## config.mk

```make
export PLATFORM = sky130hd
export DESIGN_NAME = fpc_seq
export DESIGN_NICKNAME = d
export VERILOG_FILES = /design/src/fpc_pkg.sv /design/src/fpc_mant.sv /design/src/fpc_seq.sv
export VERILOG_INCLUDE_DIRS = /design/src
export SDC_FILE = /design/constraint.sdc
export NUM_CORES = 1
export LEC_CHECK = 0
export ABC_AREA = 1
export ABC_CLOCK_PERIOD_IN_PS = 2050
export BUFFER_PORTS_ARGS = -buffer_cell sky130_fd_sc_hd__buf_2
export CORE_UTILIZATION = 53
export DETAILED_ROUTE_END_ITERATION = 12
export GPL_TIMING_DRIVEN = 1
export PLACE_DENSITY = 0.76
export SYNTH_ARGS = -nofsm -noshare
export SYNTH_HDL_FRONTEND = slang
export SYNTH_SLANG_ARGS = --single-unit
```

## constraint.sdc

```tcl
create_clock -name pclk -period 2.05 [get_ports pclk]
set_clock_uncertainty 0.1 [all_clocks]
set_input_delay 0.3075 -clock pclk [delete_from_list [all_inputs] [get_ports pclk]]
set_output_delay 0.3075 -clock pclk [all_outputs]
set_load 0.1 [all_outputs]
```

## src/fpc_regs.svh

```systemverilog
// constants for the coprocessor fetch and operand sequencer
`ifndef FPC_REGS_SVH
`define FPC_REGS_SVH
// word bit n sits at index 17-n
`define FPC_OPC_HI 17
`define FPC_OPC_LO 12
`define FPC_OPC_VAL 6'o71
`define FPC_NOP_WORD 18'o710000
`define FPC_IND_BIT 17
`define FPC_NOFETCH_BIT 7
`define FPC_FMT_HI 6
`define FPC_FMT_LO 5
`define FPC_FUNC_HI 4
`define FPC_FUNC_LO 0
`define FPC_FN_ADD 5'h01
`define FPC_FN_SUB 5'h02
`define FPC_FN_RSUB 5'h03
`define FPC_FN_RDIV 5'h04
`define FPC_FN_FIX 5'h05
`define FPC_A_CTRL 8'h00
`define FPC_A_STATUS 8'h04
`define FPC_A_INSTR 8'h08
`define FPC_A_ADDR 8'h0C
`define FPC_A_EXPO 8'h10
`define FPC_A_ACC_LO 8'h14
`define FPC_A_ACC_HI 8'h18
`define FPC_A_QUOT 8'h1C
`define FPC_A_OPB 8'h20
`define FPC_CTRL_RST 1'b1
`define FPC_TS_LAST 2'h3
`endif

```

## src/fpc_pkg.sv

```systemverilog
// types of the coprocessor fetch and operand sequencer
package fpc_pkg;
	typedef enum logic [3:0] {
		FPC_IDLE, FPC_ADDR_RST, FPC_ADDR_RDA, FPC_SUBST, FPC_SUBST_ACK, FPC_LOAD_ADDR, FPC_IO_WAIT,
		FPC_MREQ, FPC_MDROP, FPC_MRST, FPC_MDACK, FPC_WORD, FPC_ALIGN
	} fpc_state_type;
	typedef enum logic [1:0] {FPC_K_EXPO, FPC_K_HI, FPC_K_LO, FPC_K_SLO} fpc_kind_type;
endpackage

```

## src/fpc_mant.sv

```systemverilog
// mantissa registers: accumulator, quotient and operand b
`timescale 1ns/1ps
`default_nettype none
module fpc_mant #(
	parameter int MW = 36
) (
	input wire logic pclk,
	input wire logic presetn,
	input wire logic clr_quot,
	input wire logic acc_to_quot,
	input wire logic acc_to_opb,
	input wire logic load_acc,
	input wire logic [MW-1:0] acc_in,
	output logic [MW-1:0] acc,
	output logic [MW-1:0] quot,
	output logic [MW-1:0] opb
);
	logic [MW-1:0] acc_ff;
	logic [MW-1:0] quot_ff;
	logic [MW-1:0] opb_ff;

	always_ff @(posedge pclk or negedge presetn) begin
		if (!presetn) begin
			acc_ff <= '0;
			quot_ff <= '0;
			opb_ff <= '0;
		end else begin
			if (load_acc) begin
				acc_ff <= acc_in;
			end
			if (clr_quot) begin
				quot_ff <= '0;
			end else if (acc_to_quot) begin
				quot_ff <= acc_ff;
			end
			if (acc_to_opb) begin
				opb_ff <= acc_ff;
			end
		end
	end

	assign acc = acc_ff;
	assign quot = quot_ff;
	assign opb = opb_ff;

	AST_QUOT_CLEAR: assert property (@(posedge pclk) disable iff (!presetn)
		clr_quot |=> quot_ff == '0) else $error("quotient not cleared");
	AST_OPB_COPY: assert property (@(posedge pclk) disable iff (!presetn)
		acc_to_opb |=> opb_ff == $past(acc_ff)) else $error("operand b not loaded from accumulator");
endmodule
`default_nettype wire

```

## src/fpc_seq.sv

```systemverilog
// fetch and operand sequencer of the floating-point coprocessor
`timescale 1ns/1ps
`default_nettype none
`include "fpc_regs.svh"
module fpc_seq (
	input wire logic pclk,
	input wire logic presetn,
	input wire logic psel,
	input wire logic penable,
	input wire logic pwrite,
	input wire logic [7:0] paddr,
	input wire logic [31:0] pwdata,
	output logic [31:0] prdata,
	output logic pready,
	output logic pslverr,
	input wire logic [17:0] memory_data_lines_in,
	output logic [17:0] memory_data_lines_out,
	output logic memory_data_lines_oe,
	input wire logic cpu_instruction_fetch_flag,
	input wire logic read_restart,
	input wire logic address_ack,
	input wire logic release_acknowledge,
	input wire logic memory_release,
	input wire logic io_request_pending,
	input wire logic align_done,
	output logic memory_request,
	output logic memory_read_select,
	output logic unit_release_data_ack,
	output logic substitute_read_restart,
	output logic cpu_release_ack,
	output logic busy,
	output logic cpu_activity_inhibit,
	output logic read_restart_inhibit,
	output logic priority_interrupt_disable,
	output logic vectored_priority_interrupt_disable,
	output logic characteristic_align_cycle
);
	fpc_pkg::fpc_state_type state_ff, nxt_state;
	logic [35:0] memory_buffer_register_ff;
	logic [35:0] nxt_buf;
	logic [17:0] instruction_register_ff;
	logic [17:0] address_register_ff;
	logic [17:0] nxt_address_register;
	logic [17:0] exponent_register_a_ff;
	logic [17:0] lines_out_ff;
	logic lines_oe_ff;
	logic busy_ff;
	logic cpu_inhibit_ff;
	logic rri_ff;
	logic ind_ff;
	logic fetch_cyc_ff;
	logic [1:0] idx_ff;
	logic [1:0] ts_ff;
	logic ctrl_en_ff;
	logic [31:0] prdata_ff;
	logic [35:0] acc;
	logic [35:0] quot;
	logic [35:0] opb;

	// decode
	wire opc_hit = memory_data_lines_in[`FPC_OPC_HI:`FPC_OPC_LO] == `FPC_OPC_VAL;
	wire detect = ctrl_en_ff && (state_ff == fpc_pkg::FPC_IDLE) && cpu_instruction_fetch_flag && opc_hit;
	wire [1:0] fmt = instruction_register_ff[`FPC_FMT_HI:`FPC_FMT_LO];
	wire [4:0] func = instruction_register_ff[`FPC_FUNC_HI:`FPC_FUNC_LO];
	wire no_fetch = instruction_register_ff[`FPC_NOFETCH_BIT];
	wire io_free = !io_request_pending;
	// word count and last index per format
	wire [1:0] last_idx = (fmt == 2'b11) ? 2'h2 : (fmt == 2'b00) ? 2'h0 : 2'h1;
	wire last_word = idx_ff == last_idx;
	wire in_mreq = state_ff == fpc_pkg::FPC_MREQ;
	wire in_subst = state_ff == fpc_pkg::FPC_SUBST;
	wire ts_two = fetch_cyc_ff && ts_ff == 2'h2;
	wire ts_three = fetch_cyc_ff && ts_ff == `FPC_TS_LAST;
	wire clr_quot = ts_three && (func == `FPC_FN_ADD || func == `FPC_FN_SUB || func == `FPC_FN_FIX);
	wire acc_to_quot = ts_two && func == `FPC_FN_RDIV;
	wire acc_to_opb = ts_two && func == `FPC_FN_RSUB;
	wire load_acc = (state_ff == fpc_pkg::FPC_WORD) && !ind_ff && last_word;

	// which half of the buffer a word lands in
	function automatic fpc_pkg::fpc_kind_type word_kind(input logic [1:0] f, input logic [1:0] i);
		fpc_pkg::fpc_kind_type k;
		k = fpc_pkg::FPC_K_LO;
		case (f)
			2'b11: k = (i == 2'h0) ? fpc_pkg::FPC_K_EXPO : (i == 2'h1) ? fpc_pkg::FPC_K_HI : fpc_pkg::FPC_K_LO;
			2'b01: k = (i == 2'h0) ? fpc_pkg::FPC_K_EXPO : fpc_pkg::FPC_K_HI;
			2'b10: k = (i == 2'h0) ? fpc_pkg::FPC_K_HI : fpc_pkg::FPC_K_LO;
			default: k = fpc_pkg::FPC_K_SLO;
		endcase
		return k;
	endfunction

	wire fpc_pkg::fpc_kind_type kind = word_kind(fmt, idx_ff);

	// next state
	always_comb begin
		nxt_state = state_ff;
		case (state_ff)
			fpc_pkg::FPC_IDLE: begin
				if (detect) begin
					nxt_state = fpc_pkg::FPC_ADDR_RST;
				end
			end
			fpc_pkg::FPC_ADDR_RST: begin
				if (read_restart) begin
					nxt_state = fpc_pkg::FPC_ADDR_RDA;
				end
			end
			fpc_pkg::FPC_ADDR_RDA: begin
				if (release_acknowledge) begin
					nxt_state = fpc_pkg::FPC_SUBST;
				end
			end
			fpc_pkg::FPC_SUBST: begin
				if (memory_release) begin
					nxt_state = fpc_pkg::FPC_SUBST_ACK;
				end
			end
			fpc_pkg::FPC_SUBST_ACK: begin
				if (!memory_release) begin
					nxt_state = fpc_pkg::FPC_LOAD_ADDR;
				end
			end
			fpc_pkg::FPC_LOAD_ADDR: begin
				nxt_state = fpc_pkg::FPC_IO_WAIT;
			end
			fpc_pkg::FPC_IO_WAIT: begin
				if (io_free) begin
					if (ind_ff || !no_fetch) begin
						nxt_state = fpc_pkg::FPC_MREQ;
					end else begin
						nxt_state = fpc_pkg::FPC_ALIGN;
					end
				end
			end
			fpc_pkg::FPC_MREQ: begin
				if (address_ack) begin
					nxt_state = fpc_pkg::FPC_MDROP;
				end
			end
			fpc_pkg::FPC_MDROP: begin
				if (!address_ack) begin
					nxt_state = fpc_pkg::FPC_MRST;
				end
			end
			fpc_pkg::FPC_MRST: begin
				if (read_restart) begin
					nxt_state = fpc_pkg::FPC_MDACK;
				end
			end
			fpc_pkg::FPC_MDACK: begin
				if (release_acknowledge) begin
					nxt_state = fpc_pkg::FPC_WORD;
				end
			end
			fpc_pkg::FPC_WORD: begin
				if (ind_ff) begin
					nxt_state = fpc_pkg::FPC_IO_WAIT;
				end else if (last_word) begin
					nxt_state = fpc_pkg::FPC_ALIGN;
				end else begin
					nxt_state = fpc_pkg::FPC_MREQ;
				end
			end
			fpc_pkg::FPC_ALIGN: begin
				if (align_done) begin
					nxt_state = fpc_pkg::FPC_IDLE;
				end
			end
			default: nxt_state = fpc_pkg::FPC_IDLE;
		endcase
	end

	// buffer capture
	always_comb begin
		nxt_buf = memory_buffer_register_ff;
		if (detect) begin
			nxt_buf[17:0] = memory_data_lines_in;
		end else if ((state_ff == fpc_pkg::FPC_ADDR_RST) && read_restart) begin
			nxt_buf[17:0] = memory_data_lines_in;
		end else if ((state_ff == fpc_pkg::FPC_MRST) && read_restart) begin
			if (ind_ff) begin
				nxt_buf[17:0] = memory_data_lines_in;
			end else begin
				case (kind)
					fpc_pkg::FPC_K_HI: nxt_buf[35:18] = memory_data_lines_in;
					fpc_pkg::FPC_K_SLO: nxt_buf = {{18{memory_data_lines_in[17]}}, memory_data_lines_in};
					default: nxt_buf[17:0] = memory_data_lines_in;
				endcase
			end
		end else if ((state_ff == fpc_pkg::FPC_WORD) && !ind_ff && kind == fpc_pkg::FPC_K_EXPO) begin
			// single float clears the low nine bits, 8:0, of the first word in the buffer
			nxt_buf[8:0] = (fmt == 2'b01) ? 9'h000 : memory_buffer_register_ff[8:0];
		end
	end

	// address register
	always_comb begin
		nxt_address_register = address_register_ff;
		if (state_ff == fpc_pkg::FPC_LOAD_ADDR) begin
			nxt_address_register = memory_buffer_register_ff[17:0];
		end else if (state_ff == fpc_pkg::FPC_WORD) begin
			if (ind_ff) begin
				nxt_address_register = memory_buffer_register_ff[17:0];
			end else begin
				nxt_address_register = 18'(address_register_ff + 18'h00001);
			end
		end
	end

	always_ff @(posedge pclk or negedge presetn) begin
		if (!presetn) begin
			state_ff <= fpc_pkg::FPC_IDLE;
			memory_buffer_register_ff <= '0;
			address_register_ff <= '0;
		end else begin
			state_ff <= nxt_state;
			memory_buffer_register_ff <= nxt_buf;
			address_register_ff <= nxt_address_register;
		end
	end

	// instruction, exponent, flags
	always_ff @(posedge pclk or negedge presetn) begin
		if (!presetn) begin
			instruction_register_ff <= '0;
			exponent_register_a_ff <= '0;
			busy_ff <= 1'b0;
			cpu_inhibit_ff <= 1'b0;
			rri_ff <= 1'b0;
			ind_ff <= 1'b0;
			fetch_cyc_ff <= 1'b0;
			idx_ff <= 2'h0;
		end else begin
			if (state_ff == fpc_pkg::FPC_ADDR_RST) begin
				instruction_register_ff <= memory_buffer_register_ff[17:0];
			end
			if (detect) begin
				busy_ff <= 1'b1;
				cpu_inhibit_ff <= 1'b1;
				rri_ff <= 1'b1;
				fetch_cyc_ff <= 1'b1;
			end else if (nxt_state == fpc_pkg::FPC_IDLE) begin
				busy_ff <= 1'b0;
				cpu_inhibit_ff <= 1'b0;
				fetch_cyc_ff <= 1'b0;
			end
			if (nxt_state == fpc_pkg::FPC_SUBST) begin
				rri_ff <= 1'b0;
			end
			if (state_ff == fpc_pkg::FPC_LOAD_ADDR) begin
				ind_ff <= memory_buffer_register_ff[`FPC_IND_BIT];
				idx_ff <= 2'h0;
			end else if (state_ff == fpc_pkg::FPC_WORD) begin
				ind_ff <= 1'b0;
				if (!ind_ff) begin
					idx_ff <= 2'(idx_ff + 2'h1);
				end
			end
			if ((state_ff == fpc_pkg::FPC_IO_WAIT && io_free && !ind_ff) || nxt_state == fpc_pkg::FPC_ALIGN) begin
				fetch_cyc_ff <= 1'b0;
			end
			if (state_ff == fpc_pkg::FPC_WORD && !ind_ff && kind == fpc_pkg::FPC_K_EXPO) begin
				exponent_register_a_ff <= memory_buffer_register_ff[17:0];
			end
		end
	end

	// time states run while busy
	always_ff @(posedge pclk or negedge presetn) begin
		if (!presetn) begin
			ts_ff <= 2'h0;
		end else if (!busy_ff) begin
			ts_ff <= 2'h0;
		end else begin
			ts_ff <= (ts_ff == `FPC_TS_LAST) ? 2'h1 : 2'(ts_ff + 2'h1);
		end
	end

	// data line drive, registered
	always_ff @(posedge pclk or negedge presetn) begin
		if (!presetn) begin
			lines_out_ff <= '0;
			lines_oe_ff <= 1'b0;
		end else begin
			lines_out_ff <= (nxt_state == fpc_pkg::FPC_SUBST) ? `FPC_NOP_WORD : nxt_address_register;
			lines_oe_ff <= nxt_state == fpc_pkg::FPC_SUBST || nxt_state == fpc_pkg::FPC_MREQ;
		end
	end

	fpc_mant #(
		.MW(36)
	) u_mant (
		.pclk(pclk),
		.presetn(presetn),
		.clr_quot(clr_quot),
		.acc_to_quot(acc_to_quot),
		.acc_to_opb(acc_to_opb),
		.load_acc(load_acc),
		.acc_in(memory_buffer_register_ff),
		.acc(acc),
		.quot(quot),
		.opb(opb)
	);

	assign memory_data_lines_out = lines_out_ff;
	assign memory_data_lines_oe = lines_oe_ff;
	assign memory_request = in_mreq;
	assign memory_read_select = in_mreq;
	assign unit_release_data_ack = state_ff == fpc_pkg::FPC_ADDR_RDA || state_ff == fpc_pkg::FPC_MDACK;
	assign substitute_read_restart = in_subst;
	assign cpu_release_ack = state_ff == fpc_pkg::FPC_SUBST_ACK && memory_release;
	assign busy = busy_ff;
	assign cpu_activity_inhibit = cpu_inhibit_ff;
	assign read_restart_inhibit = rri_ff;
	assign priority_interrupt_disable = busy_ff;
	assign vectored_priority_interrupt_disable = busy_ff;
	assign characteristic_align_cycle = state_ff == fpc_pkg::FPC_ALIGN;

	// apb slave, no wait states
	wire setup = psel && !penable;
	wire wr_en = psel && penable && pwrite;
	wire a_ok = paddr[1:0] == 2'b00 && paddr <= `FPC_A_OPB;
	wire [31:0] status = {26'h0, ind_ff, fetch_cyc_ff, priority_interrupt_disable, rri_ff, cpu_inhibit_ff, busy_ff};
	logic [31:0] rd_mux;
	always_comb begin
		case (paddr)
			`FPC_A_CTRL: rd_mux = {31'h0, ctrl_en_ff};
			`FPC_A_STATUS: rd_mux = status;
			`FPC_A_INSTR: rd_mux = {14'h0, instruction_register_ff};
			`FPC_A_ADDR: rd_mux = {14'h0, address_register_ff};
			`FPC_A_EXPO: rd_mux = {14'h0, exponent_register_a_ff};
			`FPC_A_ACC_LO: rd_mux = acc[31:0];
			`FPC_A_ACC_HI: rd_mux = {28'h0, acc[35:32]};
			`FPC_A_QUOT: rd_mux = quot[31:0];
			`FPC_A_OPB: rd_mux = opb[31:0];
			default: rd_mux = 32'h0;
		endcase
	end

	always_ff @(posedge pclk or negedge presetn) begin
		if (!presetn) begin
			ctrl_en_ff <= `FPC_CTRL_RST;
			prdata_ff <= '0;
		end else begin
			if (setup) begin
				prdata_ff <= rd_mux;
			end
			if (wr_en && paddr == `FPC_A_CTRL) begin
				ctrl_en_ff <= pwdata[0];
			end
		end
	end

	assign prdata = prdata_ff;
	assign pready = 1'b1;
	assign pslverr = psel && penable && !a_ok;

	AST_DETECT: assert property (@(posedge pclk) disable iff (!presetn)
		(state_ff == fpc_pkg::FPC_IDLE && ctrl_en_ff && cpu_instruction_fetch_flag
		&& memory_data_lines_in[17:12] == 6'o71) |=> busy && read_restart_inhibit) else $error("opcode missed");
	AST_IR_LOAD: assert property (@(posedge pclk) disable iff (!presetn)
		detect |=> ##1 instruction_register_ff == $past(memory_data_lines_in, 2))
		else $error("instruction register not loaded");
	AST_NOP: assert property (@(posedge pclk) disable iff (!presetn)
		substitute_read_restart |-> memory_data_lines_oe && memory_data_lines_out == 18'o710000
		&& !read_restart_inhibit) else $error("no-op substitution wrong");
	AST_CPU_HOLD: assert property (@(posedge pclk) disable iff (!presetn)
		busy |-> cpu_activity_inhibit) else $error("cpu inhibit dropped while busy");
	AST_IO_WAIT: assert property (@(posedge pclk) disable iff (!presetn)
		(state_ff == fpc_pkg::FPC_IO_WAIT && io_request_pending) |=> !memory_request) else $error("request during io");
	AST_AR_INC: assert property (@(posedge pclk) disable iff (!presetn)
		(state_ff == fpc_pkg::FPC_WORD && !ind_ff) |=> address_register_ff == 18'($past(address_register_ff) + 18'h1))
		else $error("address not incremented");
	AST_SKIP: assert property (@(posedge pclk) disable iff (!presetn)
		(state_ff == fpc_pkg::FPC_IO_WAIT && io_free && !ind_ff && no_fetch) |=> characteristic_align_cycle)
		else $error("operand fetch not skipped");
	AST_RDA: assert property (@(posedge pclk) disable iff (!presetn)
		(unit_release_data_ack && release_acknowledge) |=> !unit_release_data_ack) else $error("ack not cleared");
	AST_REQ_DROP: assert property (@(posedge pclk) disable iff (!presetn)
		(memory_request && address_ack) |=> !memory_request && !memory_data_lines_oe) else $error("request held");
	AST_OE: assert property (@(posedge pclk) disable iff (!presetn)
		memory_data_lines_oe |-> busy) else $error("data lines driven while idle");
endmodule
`default_nettype wire

```

# Yosys cells after proc, flatten, opt, wreduce, memory -nomap -nowiden
# Cells that the tools add are included.
[word_totals]
input_bits = 70
word_cells = 171
regBits = 254
[op_classes]
eq_ne = 41
mux = 50
n_bitwise = 3
add_sub_neg = 3
n_lt_le_gt_ge = 1
reduce_logical = 53
[ops]
columns = ["operator", "n"]
rows = [
  ["32-bit case mux with 9 select lines", 1],
  ["18-bit two-way mux", 8],
  ["32-bit two-way mux", 2],
  ["4-bit two-way mux", 14],
  ["4-bit case mux with 13 select lines", 1],
  ["9-bit two-way mux", 4],
  ["18-bit case mux with 2 select lines", 1],
  ["8-bit by 5-bit == test with 1-bit output, second input constant", 4],
  ["4-bit == test, second input constant", 6],
  ["1-bit logical AND", 22],
  ["4-bit by 3-bit == test with 1-bit output, second input constant", 5],
  ["18-bit by 1-bit adder with 18-bit output, second input constant", 1],
  ["2-bit two-way mux", 9],
  ["8-bit by 4-bit == test with 1-bit output, second input constant", 2],
  ["4-bit by 2-bit == test with 1-bit output, second input constant", 3],
  ["2-bit == test, second input constant", 5],
  ["5-bit by 2-bit == test with 1-bit output, second input constant", 2],
  ["5-bit by 3-bit == test with 1-bit output, second input constant", 2],
  ["2-bit nonzero test", 5],
  ["1-bit two-way mux", 9],
  ["8-bit by 3-bit == test with 1-bit output, second input constant", 1],
  ["8-bit by 6-bit == test with 1-bit output, second input constant", 1],
  ["8-bit by 6-bit less-or-equal comparator with 1-bit output, second input constant", 1],
  ["2-bit logical NOT", 4],
  ["other kinds (20)", 38],
]

# Depth between registers and ports, before layout
# Gate-level depths: netlist (run 1).
[depth]
depth_word = 11
mapped_depth = 15
depth_no_buf = 14

# Modules after synthesis
# Synthesis (run 1) repeated with hierarchy kept, for this count alone.
[hier_totals]
hier_cells = 1584
area_unflattened_um2 = 12680.9
[by_module_without_submodules]
columns = ["module", "instances", "cells_per_inst", "area_per_inst_um2", "seq_area_each_um2"]
rows = [
  ["fpc_seq", 1, 1124, 8308.0, 3854.9],
  ["fpc_mant", 1, 460, 4372.9, 2702.6],
]

# Least setup slack after synthesis (run 1)
# No wires, ideal clock.
[synth_path]
path_kind = "reg-to-output"
start = "reg state_ff[0]"
end = "out cpu_release_ack"
t_arrival_ps = 2730
slack_ps = -1087
stages_incl_launch_ff = 4
cell_sequence = "dfrtp_1 -> nor2_1 -> inv_1 -> nor3_1"
[synth_via]
elab_chain_len = 2
[synth_rtl]
columns = ["item", "line", "source"]
rows = [
  ["from (decl)", "fpc_seq.sv:38", "fpc_pkg::fpc_state_type state_ff, nxt_state;"],
  ["from (signal assigned)", "fpc_seq.sv:212", "state_ff <= fpc_pkg::FPC_IDLE;"],
  ["from (signal assigned)", "fpc_seq.sv:216", "state_ff <= nxt_state;"],
  ["4-bit by 3-bit == test with 1-bit output", "fpc_seq.sv:311", "assign cpu_release_ack = state_ff == fpc_pkg::FPC_SUBST_ACK && memory_release;"],
  ["1-bit logical AND", "fpc_seq.sv:311", ""],
  ["to (decl)", "fpc_seq.sv:30", "output logic cpu_release_ack,"],
]
# Every way passes these cells.

# Worst setup path in the final report (run 1)
# Ends and elaborated chain as after synthesis.

==> metrics.log, run 1 <==
[metrics] EDFF count, synth: 0
[metrics] final critical delay including setup and external delays: 2070 ps
[metrics] number of global-route vias before repair: about 10000
[metrics] H-Tree Level Count: 1
[metrics] Setup-failing EPs final: 3
[metrics] number of placed cells counting well taps: roughly 1900
[metrics] area share of the leading cell type in the synthesized netlist: around 53%
[metrics] total wire length after detailed routing: 33.7 mm
[metrics] Post-Syn Area per Cell: around 8.1 um2
[metrics] pin count of the biggest net entering global routing: 74
[metrics] syn_nets: around 1600
[metrics] largest vdd supply drop: around 0.0016 V
[metrics] clock transition at the registers of the reported paths: 60 ps
[metrics] first-pass GRT wire length: ~54 mm
[metrics] leakage power of the design: 7.42 nW
[metrics] Cells after Synth: ~1500
[metrics] Synth Cell Area: 0.0120 mm2
[metrics] sequential cell area fraction in the yosys report: 53.2%
[metrics] number of max-slew violations in the final report: 0
[metrics] num ports: between 100 and 150
[metrics] number of warning messages in the yosys log: 0
[metrics] critical path type: reg -> out
[metrics] Synth-to-Final Area Change: 23.6%
[metrics] worst-case register-to-register setup slack: around 40 ps
[metrics] hold path startpoint: memory_data_lines_in[13]
[metrics] overall via count from detail_route: 10800
[metrics] fraction of registers with async set/reset: 100%
[metrics] remaining antenna violation count after routing: 0
[metrics] Critical path destination: cpu_release_ack
[metrics] highest clock frequency the design can meet: 0.482 GHz
[metrics] actual transition at the worst max-transition pin: 618 ps
[metrics] endpoint of the most critical register-to-register path: memory_data_lines_out[1]
[metrics] Post-DP HPWL: approximately 23 mm
[metrics] dominant cells by area after synthesis: sky130_fd_sc_hd__dfrtp_1 53%, sky130_fd_sc_hd__nand2_1 13%, sky130_fd_sc_hd__o21ai_0 10%
[metrics] wire length per cell after detailed routing: between 15 and 20 um
[metrics] Worst Hold Class: in -> reg
[metrics] Maximum Capacitance Violations: 0
[metrics] type of element capturing the critical path: primary output
[metrics] dominant cell type by area after synthesis: sky130_fd_sc_hd__dfrtp_1
[metrics] Remaining Overflow, GRT: 0
[metrics] clock insertion delay at the later pin of the skew report: approximately 550 ps
[metrics] Tot GR Track Use: 29.0%
[metrics] Cell variety after synth: 45
[metrics] power density cells: ~1300 mW/mm2
[metrics] clock tree sinks: between 200 and 300
[metrics] Starting DRT DRC Count: between 900 and 1000
[metrics] startpoint class of the critical path: register
[metrics] non-filler cells in the finished layout: a little under 2000
[metrics] number of antenna repair diodes: 0
[metrics] Initial Util: between 50% and 60%
[metrics] site row count: 54
[metrics] origin of the worst setup path: state_ff[0]
[metrics] Port Buffer Count: between 100 and 150
[metrics] fraction of the cycle the final worst path needs: 101%
[metrics] Synth top cells by count: 425 x sky130_fd_sc_hd__nand2_1, 253 x sky130_fd_sc_hd__dfrtp_1, 246 x sky130_fd_sc_hd__o21ai_0, 172 x sky130_fd_sc_hd__inv_1, 79 x sky130_fd_sc_hd__a21oi_1
[metrics] Layout fillers: roughly 1800
[metrics] total clock buffers created by CTS: 27
[metrics] placer congestion estimate: 0.907
[metrics] required time at the worst-slack endpoint: roughly 1600 ps
[metrics] setup ws final: -23.6 ps
[metrics] share of the core filled with cells in the final layout: 67.3%
[metrics] DIE HEIGHT: about 150 um
[metrics] clock root cell: sky130_fd_sc_hd__clkbuf_16
[metrics] NumNets Final: 1729
[metrics] violated checks: design-rule violations, negative setup slack
[metrics] hold violation total from the final report: 0
[metrics] CTS tree: done
[metrics] share of final-layout standard cells stronger than drive strength 1: around a fifth
[metrics] final-layout setup total negative slack: -31.6 ps
[metrics] count leader, synth: sky130_fd_sc_hd__nand2_1
[metrics] Crit Path Max Fanout: 4
[metrics] logic depth of the worst register-to-register path: 12
[metrics] flip-flop cell with the highest count after synthesis: sky130_fd_sc_hd__dfrtp_1
[metrics] buffer depth of the longest clock path: 3
[metrics] worst path arrival time: approximately 1700 ps
[metrics] DIE WIDTH: around 150 um
[metrics] number of antenna violations at the first check in global routing: 0
[metrics] routed via count divided by cell count: 5.57
[metrics] DRC violation count after routing: 8
[metrics] Worst R2R Start: instruction_register_ff[5]
[metrics] worst rel slew slack: roughly three fifths
[metrics] Die ar.: between 0.02 and 0.025 mm2
[metrics] result of the run: finished with violations
[metrics] flop and latch count out of synthesis: 254
[metrics] first-pass iteration count of the detailed router: 9
[metrics] unrepaired setup endpoints after global routing: true
[metrics] area of the core region: between 0.02 and 0.025 mm2
==> area by class of cell <==
| type | count | area, um2 | share of cell area [%] |
|---|---|---|---|
| multi-input combinational | 982 | 4900 | 33.2 |
| tap | 280 | 350 | 2.37 |
| clock inverter | 7 | 53.8 | 0.364 |
| inverter | 180 | 683 | 4.62 |
| timing repair buffer | 203 | 1610 | 10.9 |
| clock buffer | 40 | 815 | 5.51 |
| sequential | 254 | 6360 | 43.1 |
==> state kept, by name (all words and copies together), names as in the netlist <==
| signal | flops |
|---|---|
| u_mant.opb | 32 |
| u_mant.acc | 36 |
| instruction_register_ff | 18 |
| cpu_activity_inhibit | 1 |
| fetch_cyc_ff | 1 |
| ind_ff | 1 |
| ts_ff | 2 |
| u_mant.quot | 32 |
| exponent_register_a_ff | 18 |
| read_restart_inhibit | 1 |
| prdata | 32 |
| memory_data_lines_out | 18 |
| idx_ff | 2 |
| address_register_ff | 18 |
| ctrl_en_ff | 1 |
| memory_data_lines_oe | 1 |
| state_ff | 4 |
| memory_buffer_register_ff | 36 |
==> stage by stage <==
stage / power, mW / setup WS (ps) / hold WS (ps) / cell area (um2)
finish: 19.2 / -23.6 / 56.7 / 14800
detailed placement: 13.6 / -23.6 / 153 / 13200
global route: 20.1 / -89.1 / 70.2 / 14800
CTS: 18.7 / -64.5 / 21.9 / 14400
floorplan: 11.5 / -248 / -88.1 / 12000
global placement: 13.4 / 19.0 / 150 / 13200
==> placed cells by master (no fill, tap or decap), types with 13 or more instances in the layout <==
cell type,count
sky130_fd_sc_hd__a21oi_1,78
sky130_fd_sc_hd__buf_12,17
sky130_fd_sc_hd__buf_2,94
sky130_fd_sc_hd__buf_4,61
sky130_fd_sc_hd__clkbuf_16,28
sky130_fd_sc_hd__dfrtp_1,249
sky130_fd_sc_hd__dlygate4sd3_1,20
sky130_fd_sc_hd__inv_1,163
sky130_fd_sc_hd__nand2_1,411
sky130_fd_sc_hd__nand3_1,65
sky130_fd_sc_hd__nand4_1,13
sky130_fd_sc_hd__nor2_1,45
sky130_fd_sc_hd__nor3_1,13
sky130_fd_sc_hd__o21ai_0,242
==> power breakdown <==
group | internal [mW] | switching, mW | total (mW)
clock network | 2.75 | 2.00 | 4.75
logic | 2.00 | 5.06 | 7.06
registers | 6.32 | 1.08 | 7.40
==> worst min path at each step <==
stage | endpoint | slack (ps) | depth (start not counted)
detailed placement | idx_ff[1] | 150 | 1
global placement | idx_ff[1] | 150 | 1
finish | memory_buffer_register_ff[13] | 60 | 3
global route | memory_buffer_register_ff[13] | 70 | 3
floorplan | address_register_ff[0] | -90 | 0
CTS | memory_buffer_register_ff[13] | 20 | 3
==> what timing repair did <==
item	4_1_cts	5_1_grt
hold endpoints to repair	200	0
setup buffers	6	11
cloned	2	2
hold buffers	20	0
gates resized for setup	25	67
endpoints found under the setup margin	9	83
pin swaps	4	17
==> kinds of logic after synthesis <==
| group | Yosys count | synth area share (%) |
|---|---|---|
| flops | 254 | 53.2 |
| compound gates | 353 | 15.4 |
| fa+ha+maj | 11 | 1.15 |
| xor+xnor | 5 | 0.366 |
| simple gates | 608 | 21.6 |
| mux | 1 | 0.0942 |
| buf+inv | 249 | 8.26 |
| other cells | 1 | 0.0314 |
==> layer usage <==
metal / GRT usage (%) / up-vias / share of wire, %
li1: - / 5120 / -
met1: 41.1 / 5123 / 43
met2: 46.6 / 508 / 47
met3: 3.90 / 87 / 7.5
met4: 9.62 / 0 / 3.1
met5: 0 / - / 0
==> worst max-delay path, cell delays in order (launching register included) <==
cell and delay (ps):
sky130_fd_sc_hd__dfrtp_2 460, sky130_fd_sc_hd__nor2_4 140, sky130_fd_sc_hd__buf_6 120, sky130_fd_sc_hd__inv_4 40, sky130_fd_sc_hd__nor3_4 140, sky130_fd_sc_hd__buf_12 200
Note: power is estimated with default switching activity, not from simulation.
==> inputs of run 2 (changes only) <==
Settings changed: GPL_TIMING_DRIVEN 1 to 0.
==> run 2 against run 1 <==
  * The flow still finishes with violations (design-rule violations, negative setup slack)
  * Worst hold slack worse by 44 ps
  * Clock-buffer cell count down 7
  * Routed wire length up 3.2%
  * Sequential share of layout area down 0.12 points
  * Global-route usage up 0.94 points
  * Via count up 0.48%
  * Register-to-register slack worse by 120 ps
  * Critical path depth up 7
  * Flip-flop and latch count unchanged
  * Cell area up 0.28%
  * Highest routed layer unchanged
==> metrics.log, run 2 (synthesis gave the netlist of run 1 again) <==
[metrics] clock root cell: sky130_fd_sc_hd__clkbuf_16
[metrics] first-pass GRT wire length: 55.0 mm (+2.5%)
[metrics] result of the run: finished with violations
[metrics] layer with the highest usage: met2
[metrics] wire length per cell after detailed routing: 17.6 um (+1.7%)
[metrics] DIE WIDTH: 152 um (unchanged)
[metrics] number of placed cells counting well taps: 1865 (+0.38%)
[metrics] Synth-to-Final Area Change: 24.0%
[metrics] number of antenna violations at the first check in global routing: 0 (unchanged)
[metrics] highest clock frequency the design can meet: 0.470 GHz (-2.5%)
[metrics] Maximum Capacitance Violations: 0 (unchanged)
[metrics] setup ws final: -76.1 ps (-52.6 ps)
[metrics] Starting DRT DRC Count: 1166 (+18%)
[metrics] NumNets Final: 1754 (+1.4%)
[metrics] non-filler cells in the finished layout: 1974 (+1.4%)
[metrics] type of element capturing the critical path: register
[metrics] H-Tree Level Count: 1 (unchanged)
[metrics] critical path type: reg -> reg
[metrics] placer congestion estimate: 0.935 (+3.1%)
[metrics] GR met3 Demand/Resource: 4.47% (+0.57 points)
[metrics] num ports: 134 (unchanged)
[metrics] largest vdd supply drop: 0.00148 V (-6.7%)
[metrics] violated checks: design-rule violations, negative setup slack
[metrics] first-pass iteration count of the detailed router: 10 (+1)
[metrics] area taken by flip-flops and latches: 0.00636 mm2 (unchanged)
[metrics] number of max-slew violations in the final report: 0 (unchanged)
[metrics] clock tree sinks: 254 (unchanged)
[metrics] Layout fillers: 1734 (-2.0%)
[metrics] final critical delay including setup and external delays: 2130 ps (+52.6 ps)
[metrics] fraction of the cycle the final worst path needs: 104% (+2.6 points)
[metrics] required time at the worst-slack endpoint: 2390 ps (+750 ps)
[metrics] Post-DP HPWL: 24.6 mm (+8.3%)
[metrics] buffer depth of the longest clock path: 3 (unchanged)
[metrics] Remaining Overflow, GRT: 0 (unchanged)
[metrics] number of global-route vias before repair: 10300 (+0.078%)
[metrics] CTS tree: done
[metrics] overall via count from detail_route: 10900 (+0.48%)
[metrics] number of antenna repair diodes: 0 (unchanged)
[metrics] worst-case register-to-register setup slack: -80 ps (-120 ps)
[metrics] worst path arrival time: 2470 ps (+800 ps)
[metrics] site row count: 54 (unchanged)
[metrics] global routing usage on met2: 47.2% (+0.59 points)
[metrics] Die ar.: 0.0232 mm2 (unchanged)
[metrics] Crit Path Max Fanout: 10 (+6)
[metrics] startpoint class of the critical path: register
[metrics] Placement Setup Slack: -402 ps (-378 ps)
[metrics] leakage power of the design: 7.43 nW (+0.15%)
[metrics] Setup-failing EPs final: 18 (+15)
[metrics] total wire length after detailed routing: 34.8 mm (+3.2%)
[metrics] most frequent standard cell in the layout excluding fill and tap cells: sky130_fd_sc_hd__nand2_1
[metrics] routed via count divided by cell count: 5.52 (-0.95%)
[metrics] pin count of the biggest net entering global routing: 125 (+69%)
[metrics] remaining antenna violation count after routing: 0 (unchanged)
[metrics] actual transition at the worst max-transition pin: 795 ps (+177 ps)
[metrics] hold violation total from the final report: 0 (unchanged)
[metrics] clock insertion delay at the later pin of the skew report: 540 ps (about the same)
[metrics] clock transition at the registers of the reported paths: 60 ps (about the same)
[metrics] Port Buffer Count: 101 (unchanged)
[metrics] power density cells: 1320 mW/mm2 (+1.6%)
[metrics] area of combinational cells with multiple inputs: 0.00487 mm2 (-0.66%)
[metrics] share of final-layout standard cells stronger than drive strength 1: 19.7% (+0.93 points)
[metrics] total clock buffers created by CTS: 27 (unchanged)
[metrics] Tot GR Track Use: 30.0% (+0.94 points)
[metrics] DRC violation count after routing: 8 (unchanged)
[metrics] Initial Util: 54.4% (unchanged)
[metrics] highest-count cells in the layout ignoring fill and taps: 403 x sky130_fd_sc_hd__nand2_1, 249 x sky130_fd_sc_hd__dfrtp_1, 237 x sky130_fd_sc_hd__o21ai_0
[metrics] met1 usage in global routing: 41.9% (+0.83 points)
[metrics] Worst Hold Class: in -> reg
[metrics] unrepaired setup endpoints after global routing: true
[metrics] worst rel slew slack: 46.8% (-12 points)
[metrics] area of the core region: 0.0220 mm2 (unchanged)
[metrics] DIE HEIGHT: 152 um (unchanged)
[run 2: cell count changes in the layout (fill, tap and decap cells not counted), sizes merged]
cell         delta
nand3           -2
buf            -16
clkbuf         +35
bufinv          +5
dlygate4sd3     +1
inv             -1
clkinvlp        +4
clkinv          +2
[run 2: per-layer routing]
| metal | vias up | part of all wire, % |
|---|---|---|
| li1 | 5171 | - |
| met1 | 5178 | 43 |
| met2 | 471 | 46 |
| met3 | 70 | 7.5 |
| met4 | 0 | 3.6 |
| met5 | - | 0 |
[run 2: timing repair]
action,in CTS,in global routing
buffers inserted,26,11
hold endpoints to repair,149,1
cloned,2,0
setup endpoints to repair,128,180
gates resized for setup,62,102
pin swaps,15,21
hold buffers,20,1
[run 2: final cells by class]
class	instances	area share (%)
Tap cell	280	2.36
Sequential cell	254	42.9
Inverter	180	4.61
Clock inverter	17	1.59
Clock buffer	33	5.05
Multi-Input combinational cell	980	32.9
Buffer	68	2.62
Timing Repair Buffer	162	7.97
[run 2: critical path, cell delays in order (launching register included)]
cell and delay [ps]:
sky130_fd_sc_hd__dfrtp_2 480, sky130_fd_sc_hd__inv_4 130, sky130_fd_sc_hd__nor2_2 80, sky130_fd_sc_hd__nand2_2 110
sky130_fd_sc_hd__buf_6 150, sky130_fd_sc_hd__o21ai_0 110, sky130_fd_sc_hd__nor2_1 160, sky130_fd_sc_hd__nand2_2 120
sky130_fd_sc_hd__nor2_4 130, sky130_fd_sc_hd__nand3_4 150, sky130_fd_sc_hd__buf_6 190, sky130_fd_sc_hd__nand2_2 60
sky130_fd_sc_hd__inv_1 50
[run 2: per-stage QoR]
stage          hold WS [ps]  TNS (ps)  util [%]  cell area [um2]  power (mW)
3_3_place_gp            361  -1014000      58.5            12900        13.1
6_report               12.6      -827      67.5            14800        19.6
5_1_grt                65.9     -2840      67.5            14800        20.5
4_1_cts              0.0647     -33.5      66.1            14500        19.0
3_5_place_dp           97.2    -27490      58.8            12900        13.2
2_1_floorplan         -88.1      -248         -            12000        11.5
[run 2: worst paths after layout]
path                       depth (start not counted)                       end        start
setup / recovery                                  12  memory_data_lines_out[6]  state_ff[3]
hold / removal                                     5                ctrl_en_ff       pwrite
setup reg to reg                                  12  memory_data_lines_out[6]  state_ff[3]
hold reg to reg                                    2                prdata[15]   prdata[15]
max in group asynchronous                          4            u_mant.acc[20]      presetn
min in group asynchronous                          2               state_ff[3]      presetn
[run 2: where the power goes]
part	internal, mW	switching [mW]	total (mW)
clock	3.24	2.10	5.34
combinational	1.89	4.91	6.80
sequential	6.32	1.11	7.43
total	11.4	8.12	19.6
